File: src/rtl/trip_regs.svh
// register map, codes and timing constants for the fault trip recorder
`ifndef TRIP_REGS_SVH
`define TRIP_REGS_SVH
`define REG_INIT_SELECT    8'h00
`define REG_INIT_REGION    8'h04
`define REG_STATUS         8'h08
`define REG_DISPLAY        8'h0c
`define REG_NEWEST         8'h10
`define REG_PREVIOUS       8'h14
`define REG_OLDEST         8'h18
`define CODE_NONE          8'h00
`define CODE_OC_CONST      8'h01
`define CODE_OC_DECEL      8'h02
`define CODE_OC_ACCEL      8'h03
`define CODE_OC_OTHER      8'h04
`define CODE_OVERLOAD      8'h05
`define CODE_OVERVOLT      8'h07
`define CODE_NVM           8'h08
`define CODE_UNDERVOLT     8'h09
`define CODE_CPU           8'h11
`define CODE_EXT_TRIP      8'h12
`define SEL_CLEAR_HISTORY  8'h00
`define SEL_FULL_RESTORE   8'h01
`define REGION_JAPAN       8'h00
`define REGION_EUROPE      8'h01
`define REGION_USA         8'h02
`define INIT_SELECT_RESET  8'h00
`define INIT_REGION_RESET  8'h00
`define STAT_TRIPPED       0
`define STAT_MOTOR_EN      1
`define STAT_INIT_BUSY     2
`define STAT_NVM_MARK      3
`define STAT_CODE_LSB      8
`define DISP_BLINK_BIT     8
`define DISP_MODE_LSB      16
`define RESP_OKAY          2'b00
`define RESP_SLVERR        2'b10
`define CLK_KHZ            40000
`define INIT_HOLD_MS       1000
`define BLINK_MS           250
`endif

File: src/rtl/trip_pkg.sv
// types shared by the fault trip recorder modules
package trip_pkg;
  typedef enum logic [1:0] {
    INIT_IDLE  = 2'b00,
    INIT_HOLD  = 2'b01,
    INIT_SHOW  = 2'b10,
    INIT_APPLY = 2'b11
  } init_state_type;
  typedef enum logic [1:0] {
    DISP_MONITOR = 2'b00,
    DISP_ERROR   = 2'b01,
    DISP_REGION  = 2'b10
  } disp_mode_type;
  typedef struct packed {
    logic [7:0]  code;
    logic [23:0] snap;
  } fault_entry_type;
endpackage : trip_pkg

File: src/rtl/history_stack.sv
// three-deep fault history shift stack
module history_stack
  import trip_pkg::*;
#(
  parameter int DEPTH = 3
) (
  input  wire logic                        aclk,
  input  wire logic                        aresetn,
  input  wire logic                        push,
  input  wire logic                        clear,
  input  wire fault_entry_type             new_entry,
  output fault_entry_type [DEPTH-1:0]      entries
);
  typedef struct packed {
    fault_entry_type [DEPTH-1:0] slot;
  } hist_state_type;

  hist_state_type s_q;
  hist_state_type s_d;

  always_comb begin
    s_d = s_q;
    if (clear) begin
      s_d.slot = '0;
    end
    // a fault pushed in the clear cycle survives the clear
    if (push) begin
      for (int i = DEPTH - 1; i > 0; i--) begin
        s_d.slot[i] = clear ? '0 : s_q.slot[i-1];
      end
      s_d.slot[0] = new_entry;
    end
  end

  always_ff @(posedge aclk) begin
    if (!aresetn) begin
      s_q <= '0;
    end else begin
      s_q <= s_d;
    end
  end

  assign entries = s_q.slot;
endmodule : history_stack

File: src/rtl/drive_fault_trip_recorder.sv
// fault trip, display code, history and initialization control with AXI4-Lite registers
//
// Implementation choices: the address map and the AXI4-Lite interface to the registers.
`include "trip_regs.svh"

// Overview of operation
// - a fault while not tripped, or in a clear cycle, records a history entry and switches motor output off
// - trips are taken in stop mode as well as running
// - stop/reset key while tripped clears the active fault
// - init with select 00 erases history only, settings kept
// - a trip shows its error code on the display at once, or when the init region display ends
// - over-current code 01 constant, 02 decel, 03 accel, 04 otherwise
// - thermal overload trips with code 05, output off
// - bus over-voltage trips with code 07
// - parameter memory fault trips with code 08, output off
// - bus under-voltage trips with code 09, output off
// - processor malfunction trips with code 11, output off
// - external trip input trips with code 12, output off
// - power lost with fault clear input active gives code 08 on return
// - newest entry captures operating snapshot with the code
// - three entries; new fault shifts newest to middle, middle to oldest
// - region code picks defaults: 00 Japan, 01 Europe, 02 USA
// - select 01 arms full restore of all parameters
// - hold three keys until region shows, release, then monitor shown if not tripped
// - init key sequence only from built-in keypad, never remote
module drive_fault_trip_recorder
  import trip_pkg::*;
#(
  parameter int HOLD_CYCLES  = `INIT_HOLD_MS * `CLK_KHZ,
  parameter int BLINK_CYCLES = `BLINK_MS * `CLK_KHZ
) (
  input  wire logic        aclk,
  input  wire logic        aresetn,
  input  wire logic [7:0]  s_axi_awaddr,
  input  wire logic        s_axi_awvalid,
  output logic             s_axi_awready,
  input  wire logic [31:0] s_axi_wdata,
  input  wire logic [3:0]  s_axi_wstrb,
  input  wire logic        s_axi_wvalid,
  output logic             s_axi_wready,
  output logic [1:0]       s_axi_bresp,
  output logic             s_axi_bvalid,
  input  wire logic        s_axi_bready,
  input  wire logic [7:0]  s_axi_araddr,
  input  wire logic        s_axi_arvalid,
  output logic             s_axi_arready,
  output logic [31:0]      s_axi_rdata,
  output logic [1:0]       s_axi_rresp,
  output logic             s_axi_rvalid,
  input  wire logic        s_axi_rready,
  input  wire logic        over_current,
  input  wire logic        at_constant_speed,
  input  wire logic        decelerating,
  input  wire logic        accelerating,
  input  wire logic        thermal_overload,
  input  wire logic        bus_over_voltage,
  input  wire logic        nvm_fault,
  input  wire logic        bus_under_voltage,
  input  wire logic        cpu_fault,
  input  wire logic        external_trip_input,
  input  wire logic        fault_clear_input,
  input  wire logic        power_fail,
  input  wire logic        nvm_mark_at_boot,
  input  wire logic [23:0] operating_snapshot,
  input  wire logic        run_cmd,
  input  wire logic        stop_reset_key,
  input  wire logic        key_func,
  input  wire logic        key_up,
  input  wire logic        key_down,
  input  wire logic        keys_from_remote,
  output logic             motor_output_enable,
  output logic             nvm_mark,
  output logic [1:0]       display_mode,
  output logic [7:0]       display_value,
  output logic             display_blink,
  output logic             defaults_restore,
  output logic [7:0]       defaults_region
);
  typedef struct packed {
    logic           tripped;
    logic [7:0]     code;
    logic           run_block;
    logic           boot_done;
    logic           nvm_mark;
    init_state_type init_state;
    logic [31:0]    hold_cnt;
    logic [31:0]    blink_cnt;
    logic           blink;
    logic [7:0]     select;
    logic [7:0]     region;
    logic           restore;
    logic           motor_en;
    disp_mode_type  disp_mode;
    logic [7:0]     disp_value;
    logic [7:0]     awaddr;
    logic           aw_full;
    logic [31:0]    wdata;
    logic [3:0]     wstrb;
    logic           w_full;
    logic           bvalid;
    logic [1:0]     bresp;
    logic           rvalid;
    logic [31:0]    rdata;
    logic [1:0]     rresp;
  } state_type;

  state_type                 s_q;
  state_type                 s_d;
  fault_entry_type [2:0]     hist;
  fault_entry_type           new_entry;
  logic                      nvm_boot;
  logic                      fault_now;
  logic [7:0]                code_now;
  logic                      clear_req;
  logic                      take;
  logic                      combo;
  logic                      any_key;
  logic                      hist_clear;
  logic [7:0]                wsel;
  logic [7:0]                wreg;

  // fixed priority when several faults rise in one cycle
  function automatic logic [7:0] fault_code(
    input logic oc,
    input logic cs,
    input logic dc,
    input logic ac,
    input logic ol,
    input logic ov,
    input logic nv,
    input logic uv,
    input logic cp,
    input logic ex
  );
    logic [7:0] c;
    c = `CODE_NONE;
    if (ex) c = `CODE_EXT_TRIP;
    if (ol) c = `CODE_OVERLOAD;
    if (ov) c = `CODE_OVERVOLT;
    if (uv) c = `CODE_UNDERVOLT;
    if (oc) begin
      case ({cs, dc, ac})
        3'b100:  c = `CODE_OC_CONST;
        3'b010:  c = `CODE_OC_DECEL;
        3'b001:  c = `CODE_OC_ACCEL;
        default: c = `CODE_OC_OTHER;
      endcase
    end
    if (nv) c = `CODE_NVM;
    if (cp) c = `CODE_CPU;
    return c;
  endfunction : fault_code

  // byte-lane merge for the two writable registers
  function automatic logic [7:0] lane0(
    input logic [7:0]  old,
    input logic [31:0] data,
    input logic [3:0]  strb
  );
    return strb[0] ? data[7:0] : old;
  endfunction : lane0

  assign nvm_boot  = !s_q.boot_done && nvm_mark_at_boot;
  assign fault_now = over_current | thermal_overload | bus_over_voltage | nvm_fault
                   | bus_under_voltage | cpu_fault | external_trip_input | nvm_boot;
  assign code_now  = fault_code(over_current, at_constant_speed, decelerating, accelerating,
                                thermal_overload, bus_over_voltage, nvm_fault | nvm_boot,
                                bus_under_voltage, cpu_fault, external_trip_input);
  assign clear_req = stop_reset_key | fault_clear_input;
  // no gating on run state: a stopped drive trips too
  assign take      = fault_now && (!s_q.tripped || clear_req);
  assign combo     = key_func & key_up & key_down & !keys_from_remote;
  assign any_key   = key_func | key_up | key_down;
  assign hist_clear = (s_q.init_state == INIT_APPLY);
  assign new_entry = '{code: code_now, snap: operating_snapshot};
  assign wsel      = s_q.awaddr & 8'hfc;

  always_comb begin
    s_d = s_q;
    s_d.restore = 1'b0;
    s_d.boot_done = 1'b1;
    wreg = 8'h00;

    // trip and clear; a fault present in the clear cycle wins
    if (s_q.tripped && clear_req) begin
      s_d.tripped = 1'b0;
    end
    if (take) begin
      s_d.tripped = 1'b1;
      s_d.code = code_now;
      s_d.run_block = 1'b1;
    end
    if (!s_d.tripped && !run_cmd) begin
      s_d.run_block = 1'b0;
    end
    if (power_fail && fault_clear_input) begin
      s_d.nvm_mark = 1'b1;
    end

    // blink divider
    if (s_q.blink_cnt == 32'(BLINK_CYCLES - 1)) begin
      s_d.blink_cnt = 32'h0000_0000;
      s_d.blink = !s_q.blink;
    end else begin
      s_d.blink_cnt = s_q.blink_cnt + 32'h0000_0001;
    end

    // initialization key sequence
    case (s_q.init_state)
      INIT_IDLE: begin
        if (combo && (s_q.select == `SEL_CLEAR_HISTORY ||
                      s_q.select == `SEL_FULL_RESTORE)) begin
          s_d.init_state = INIT_HOLD;
          s_d.hold_cnt = 32'h0000_0000;
        end
      end
      INIT_HOLD: begin
        // released early: nothing happens
        if (!combo) begin
          s_d.init_state = INIT_IDLE;
        end else if (s_q.hold_cnt == 32'(HOLD_CYCLES - 1)) begin
          s_d.init_state = INIT_SHOW;
        end else begin
          s_d.hold_cnt = s_q.hold_cnt + 32'h0000_0001;
        end
      end
      INIT_SHOW: begin
        if (keys_from_remote) begin
          s_d.init_state = INIT_IDLE;
        end else if (!any_key) begin
          s_d.init_state = INIT_APPLY;
        end
      end
      INIT_APPLY: begin
        if (s_q.select == `SEL_FULL_RESTORE) begin
          s_d.restore = 1'b1;
          s_d.select = `INIT_SELECT_RESET;
        end
        s_d.init_state = INIT_IDLE;
      end
      default: begin
        s_d.init_state = INIT_IDLE;
      end
    endcase

    s_d.motor_en = !s_d.tripped && !s_d.run_block && run_cmd &&
                   (s_d.init_state == INIT_IDLE);

    // display: init region first, then error code, else frequency monitor
    if (s_d.init_state == INIT_SHOW || s_d.init_state == INIT_APPLY) begin
      s_d.disp_mode = DISP_REGION;
      s_d.disp_value = s_q.region;
    end else if (s_d.tripped) begin
      s_d.disp_mode = DISP_ERROR;
      s_d.disp_value = s_d.code;
    end else begin
      s_d.disp_mode = DISP_MONITOR;
      s_d.disp_value = 8'h00;
    end

    // write channel: address and data taken in either order
    if (s_axi_awvalid && !s_q.aw_full) begin
      s_d.aw_full = 1'b1;
      s_d.awaddr = s_axi_awaddr;
    end
    if (s_axi_wvalid && !s_q.w_full) begin
      s_d.w_full = 1'b1;
      s_d.wdata = s_axi_wdata;
      s_d.wstrb = s_axi_wstrb;
    end
    if (s_q.bvalid && s_axi_bready) begin
      s_d.bvalid = 1'b0;
    end
    if (s_q.aw_full && s_q.w_full && !s_q.bvalid) begin
      s_d.aw_full = 1'b0;
      s_d.w_full = 1'b0;
      s_d.bvalid = 1'b1;
      s_d.bresp = `RESP_OKAY;
      case (wsel)
        `REG_INIT_SELECT: begin
          s_d.select = lane0(s_q.select, s_q.wdata, s_q.wstrb);
        end
        `REG_INIT_REGION: begin
          wreg = lane0(s_q.region, s_q.wdata, s_q.wstrb);
          // codes beyond the three regions are kept out
          if (wreg <= `REGION_USA) begin
            s_d.region = wreg;
          end
        end
        `REG_STATUS, `REG_DISPLAY, `REG_NEWEST, `REG_PREVIOUS, `REG_OLDEST: begin
          s_d.bresp = `RESP_OKAY;
        end
        default: begin
          s_d.bresp = `RESP_SLVERR;
        end
      endcase
    end

    // read channel
    if (s_q.rvalid && s_axi_rready) begin
      s_d.rvalid = 1'b0;
    end
    if (s_axi_arvalid && !s_q.rvalid) begin
      s_d.rvalid = 1'b1;
      s_d.rresp = `RESP_OKAY;
      s_d.rdata = 32'h0000_0000;
      case (s_axi_araddr & 8'hfc)
        `REG_INIT_SELECT: s_d.rdata[7:0] = s_q.select;
        `REG_INIT_REGION: s_d.rdata[7:0] = s_q.region;
        `REG_STATUS: begin
          s_d.rdata[`STAT_TRIPPED] = s_q.tripped;
          s_d.rdata[`STAT_MOTOR_EN] = s_q.motor_en;
          s_d.rdata[`STAT_INIT_BUSY] = (s_q.init_state != INIT_IDLE);
          s_d.rdata[`STAT_NVM_MARK] = s_q.nvm_mark;
          s_d.rdata[`STAT_CODE_LSB +: 8] = s_q.tripped ? s_q.code : `CODE_NONE;
        end
        `REG_DISPLAY: begin
          s_d.rdata[7:0] = s_q.disp_value;
          s_d.rdata[`DISP_BLINK_BIT] = display_blink;
          s_d.rdata[`DISP_MODE_LSB +: 2] = s_q.disp_mode;
        end
        `REG_NEWEST:   s_d.rdata = hist[0];
        `REG_PREVIOUS: s_d.rdata = hist[1];
        `REG_OLDEST:   s_d.rdata = hist[2];
        default:       s_d.rresp = `RESP_SLVERR;
      endcase
    end
  end

  always_ff @(posedge aclk) begin
    if (!aresetn) begin
      s_q <= '0;
      s_q.select <= `INIT_SELECT_RESET;
      s_q.region <= `INIT_REGION_RESET;
      s_q.init_state <= INIT_IDLE;
      s_q.disp_mode <= DISP_MONITOR;
    end else begin
      s_q <= s_d;
    end
  end

  history_stack #(
    .DEPTH     (3)
  ) u_history (
    .aclk      (aclk),
    .aresetn   (aresetn),
    .push      (take),
    .clear     (hist_clear),
    .new_entry (new_entry),
    .entries   (hist)
  );

  assign s_axi_awready       = !s_q.aw_full;
  assign s_axi_wready        = !s_q.w_full;
  assign s_axi_bvalid        = s_q.bvalid;
  assign s_axi_bresp         = s_q.bresp;
  assign s_axi_arready       = !s_q.rvalid;
  assign s_axi_rvalid        = s_q.rvalid;
  assign s_axi_rdata         = s_q.rdata;
  assign s_axi_rresp         = s_q.rresp;
  assign motor_output_enable = s_q.motor_en;
  assign nvm_mark            = s_q.nvm_mark;
  assign display_mode        = s_q.disp_mode;
  assign display_value       = s_q.disp_value;
  // only the leftmost character alternates, only while region shows
  assign display_blink       = s_q.blink && (s_q.disp_mode == DISP_REGION);
  assign defaults_restore    = s_q.restore;
  assign defaults_region     = s_q.region;
endmodule : drive_fault_trip_recorder

File: config.mk
export PLATFORM = sky130hd
export DESIGN_NAME = drive_fault_trip_recorder
export DESIGN_NICKNAME = d
export VERILOG_FILES = /design/src/rtl/trip_pkg.sv /design/src/rtl/history_stack.sv /design/src/rtl/drive_fault_trip_recorder.sv
export VERILOG_INCLUDE_DIRS = /design/src /design/src/rtl
export SDC_FILE = /design/constraint.sdc
export NUM_CORES = 1
export LEC_CHECK = 0
export ABC_AREA = 1
export BUFFER_PORTS_ARGS = -buffer_cell sky130_fd_sc_hd__buf_2
export CORE_UTILIZATION = 50
export DETAILED_ROUTE_END_ITERATION = 16
export PLACE_DENSITY = 0.74
export REMOVE_ABC_BUFFERS = 1
export SYNTH_ARGS = -nofsm -noshare
export SYNTH_HDL_FRONTEND = slang
export SYNTH_SLANG_ARGS = --single-unit
export TNS_END_PERCENT = 1
File: constraint.sdc
create_clock -name aclk -period 1.76 [get_ports aclk]
set_input_delay 0.352 -clock aclk [delete_from_list [all_inputs] [get_ports aclk]]
set_output_delay 0.352 -clock aclk [all_outputs]
set_load 0.05 [all_outputs]
==> run metrics <==
status=complete, no violations; Die Height=157.6 um; commonest non-fill, non-tap cell in the layout=nand2_1; Post-Route WL=32870 um; leak pwr=5.757 nW; Critical path origin=s_q[112]; reg2reg start=s_q[178]; core box area=23610 um2; EDFF count, synth=0; Critical Path RT=1.41 ns; CTS max path bufs=3; Starting Density=51.23%; Syn Inst Count=1815; Final ANT Viol Nets=0; Final Cycle Share=98.90%; fraction of layout cells with a size suffix above 1=17.78%; unrepaired setup endpoints after global routing=yes; worst slack at placement=-0.01129 ns; Final Critical Period=1.741 ns; Nets=2036; most used routing layer=met2; ANT cells=0; Die Wd=157.6 um; Worst-path clk slew=0.06 ns; htree depth=1; CP Class=reg -> out; met3 Use GR=4.020%; largest net degree at the start of global routing=104; final setup fails=0; DR vias=11.81k; top_reg_cell synth=dfxtp_1; Worst Max-Slew Pin Slew=0.5048 ns; iteration-0 DRC count of the detailed router=864; Slew Limit Fails=0; Setup WS post-layout=0.01933 ns; commonest cells after routing, fill and taps aside=nand2_1 (431), nor2_1 (286), dfxtp_1 (229); gr usage total=26.56%; met2 GRT Util=43.66%; YS warnings=0; Fin. Hold Viols=0; GR Layer Usage met1=35.01%; DRC violation count after routing=0; Avg WL per Cell=14.47 um; worst relative slew slack=66.34%; ys async rst share=0%; endpoint type of the worst setup path=output pin; Max Freq=574.5 MHz; Cell Area, Synth=12100 um2; CTS tree=done; HP Start=s_axi_wdata[1]; die area=24820 um2; clk sinks=243; CTS buffer count=27; Seq/Total Area, Yosys=40.21%; area grow syn2layout=17.89%; Detailed Routing Iterations Pass 1=5; Port Buffers=128; via/cell ratio=5.199; Hold Path Class=in -> reg; row cnt=56; pwr/cell area=880.4 nW/um2; worst-skew pair later-pin latency=0.56 ns; skew final=0.02524 ns; CP max FO=2; Worst Path Arrival=1.39 ns; Remaining Overflow, GRT=0; Yosys cell types=46; Avg Inst Size Synth=6.665 um2; # IOs=165; Post-CTS Hold Buffers=0; final HPWL from detailed placement=23230 um; Final Hold Slack=0.01819 ns; initial antenna violation count=1; worst vdd ir=0.0006821 V; root buf cell=clkbuf_16; first-pass GRT wire length=52860 um; #FFs+latches synth=243; crit path launch type=flip-flop; Max Cap Violations=0; vias in the first global route=10.99k; final estimated routing congestion in global placement=0.9309
## what timing repair did
action,4_1_cts,5_1_grt
pin swaps,0,1
endpoints found under the setup margin,5,71
gates resized for setup,9,44
setup buffers,2,1
## registers in the layout, summed over array words and instances, names as in the netlist
name,flops
s_axi_rvalid,1
s_q,103
s_axi_bresp,1
display_value,8
motor_output_enable,1
defaults_region,8
s_axi_rresp,1
nvm_mark,1
u_history.entries,87
display_mode,1
s_axi_rdata,29
s_axi_bvalid,1
defaults_restore,1
## layer usage
metal  wire [um]  part of all wire (%)  vias up
li1            -                     -     5995
met1       14710                    45     5383
met2       14870                    45      353
met3        2191                   6.7       73
met4        1076                   3.3        2
met5          14                 0.043        -
## worst paths after layout
check | cells past startpoint | slack (ns) | endpoint
worst max-delay path | 4 | 0.02 | display_blink
worst max register to register | 10 | 0.06 | display_value[3]
worst min-delay path | 3 | 0.02 | s_q[44]
worst min register to register | 1 | 0.44 | s_q[113]
## area by class of cell
type,instances,area [um2]
fillers,2190,9350
clock buffers,43,835.8
inverters,178,669.4
multi-input cells,1274,5943
well taps,319,399.1
repair buffers,208,1451
flip-flops and latches,243,4885
clock inverters,6,78.83
## cell usage after synthesis, drive strengths merged (9+ instances only)
master | number | share of area [%]
nand4 | 18 | 0.93
dfxtp | 243 | 40
or2 | 10 | 0.52
xor2 | 13 | 0.94
buf | 89 | 5.2
inv | 178 | 5.5
o211ai | 9 | 0.56
a21oi | 149 | 6.6
nand2 | 439 | 14
nor2 | 313 | 10
nand3 | 87 | 3.7
nor3 | 41 | 1.8
a211oi | 10 | 0.62
o21ai | 144 | 6.0
clkbuf | 35 | 1.1
## logic make-up (layout without fill, tap and decap cells)
kind of cell               count (synthesis)  count (layout)  synth area share (%)
AOI/OAI and AO/OA                        324             324                 14.48
xor gates and xnor gates                  17              17                 1.231
DFF                                      243             243                 40.21
and+or+nand+nor                          926             926                 32.01
other                                      1               5               0.03100
adders and majority gates                  2               2                0.2068
buffers and inverters                    302             435                 11.83
## critical path: stages (launching register included)
cell and delay (ns):
dfxtp_1 0.33, inv_1 0.06, nor3_2 0.15, buf_4 0.15, buf_8 0.14
## metrics by stage
step	instances	TNS (ns)	utilization (%)	total power [mW]	cell area [um2]
6_report	2271	0	60.40	12.56	14260
2_1_floorplan	1695	-180.31	-	6.492	11350
5_1_grt	2271	-0.2792	60.40	12.96	14260
4_1_cts	2270	-0.007851	59.85	12.63	14130
3_3_place_gp	2219	0	55.80	6.893	13180
3_5_place_dp	2219	-0.01328	55.80	6.921	13180
## report_power, final
group	internal, mW	switching (mW)
registers	5.70	0.132
clock network	3.40	2.34
logic	0.325	0.659
total	9.43	3.13
Power figures use the tool's default switching activity.
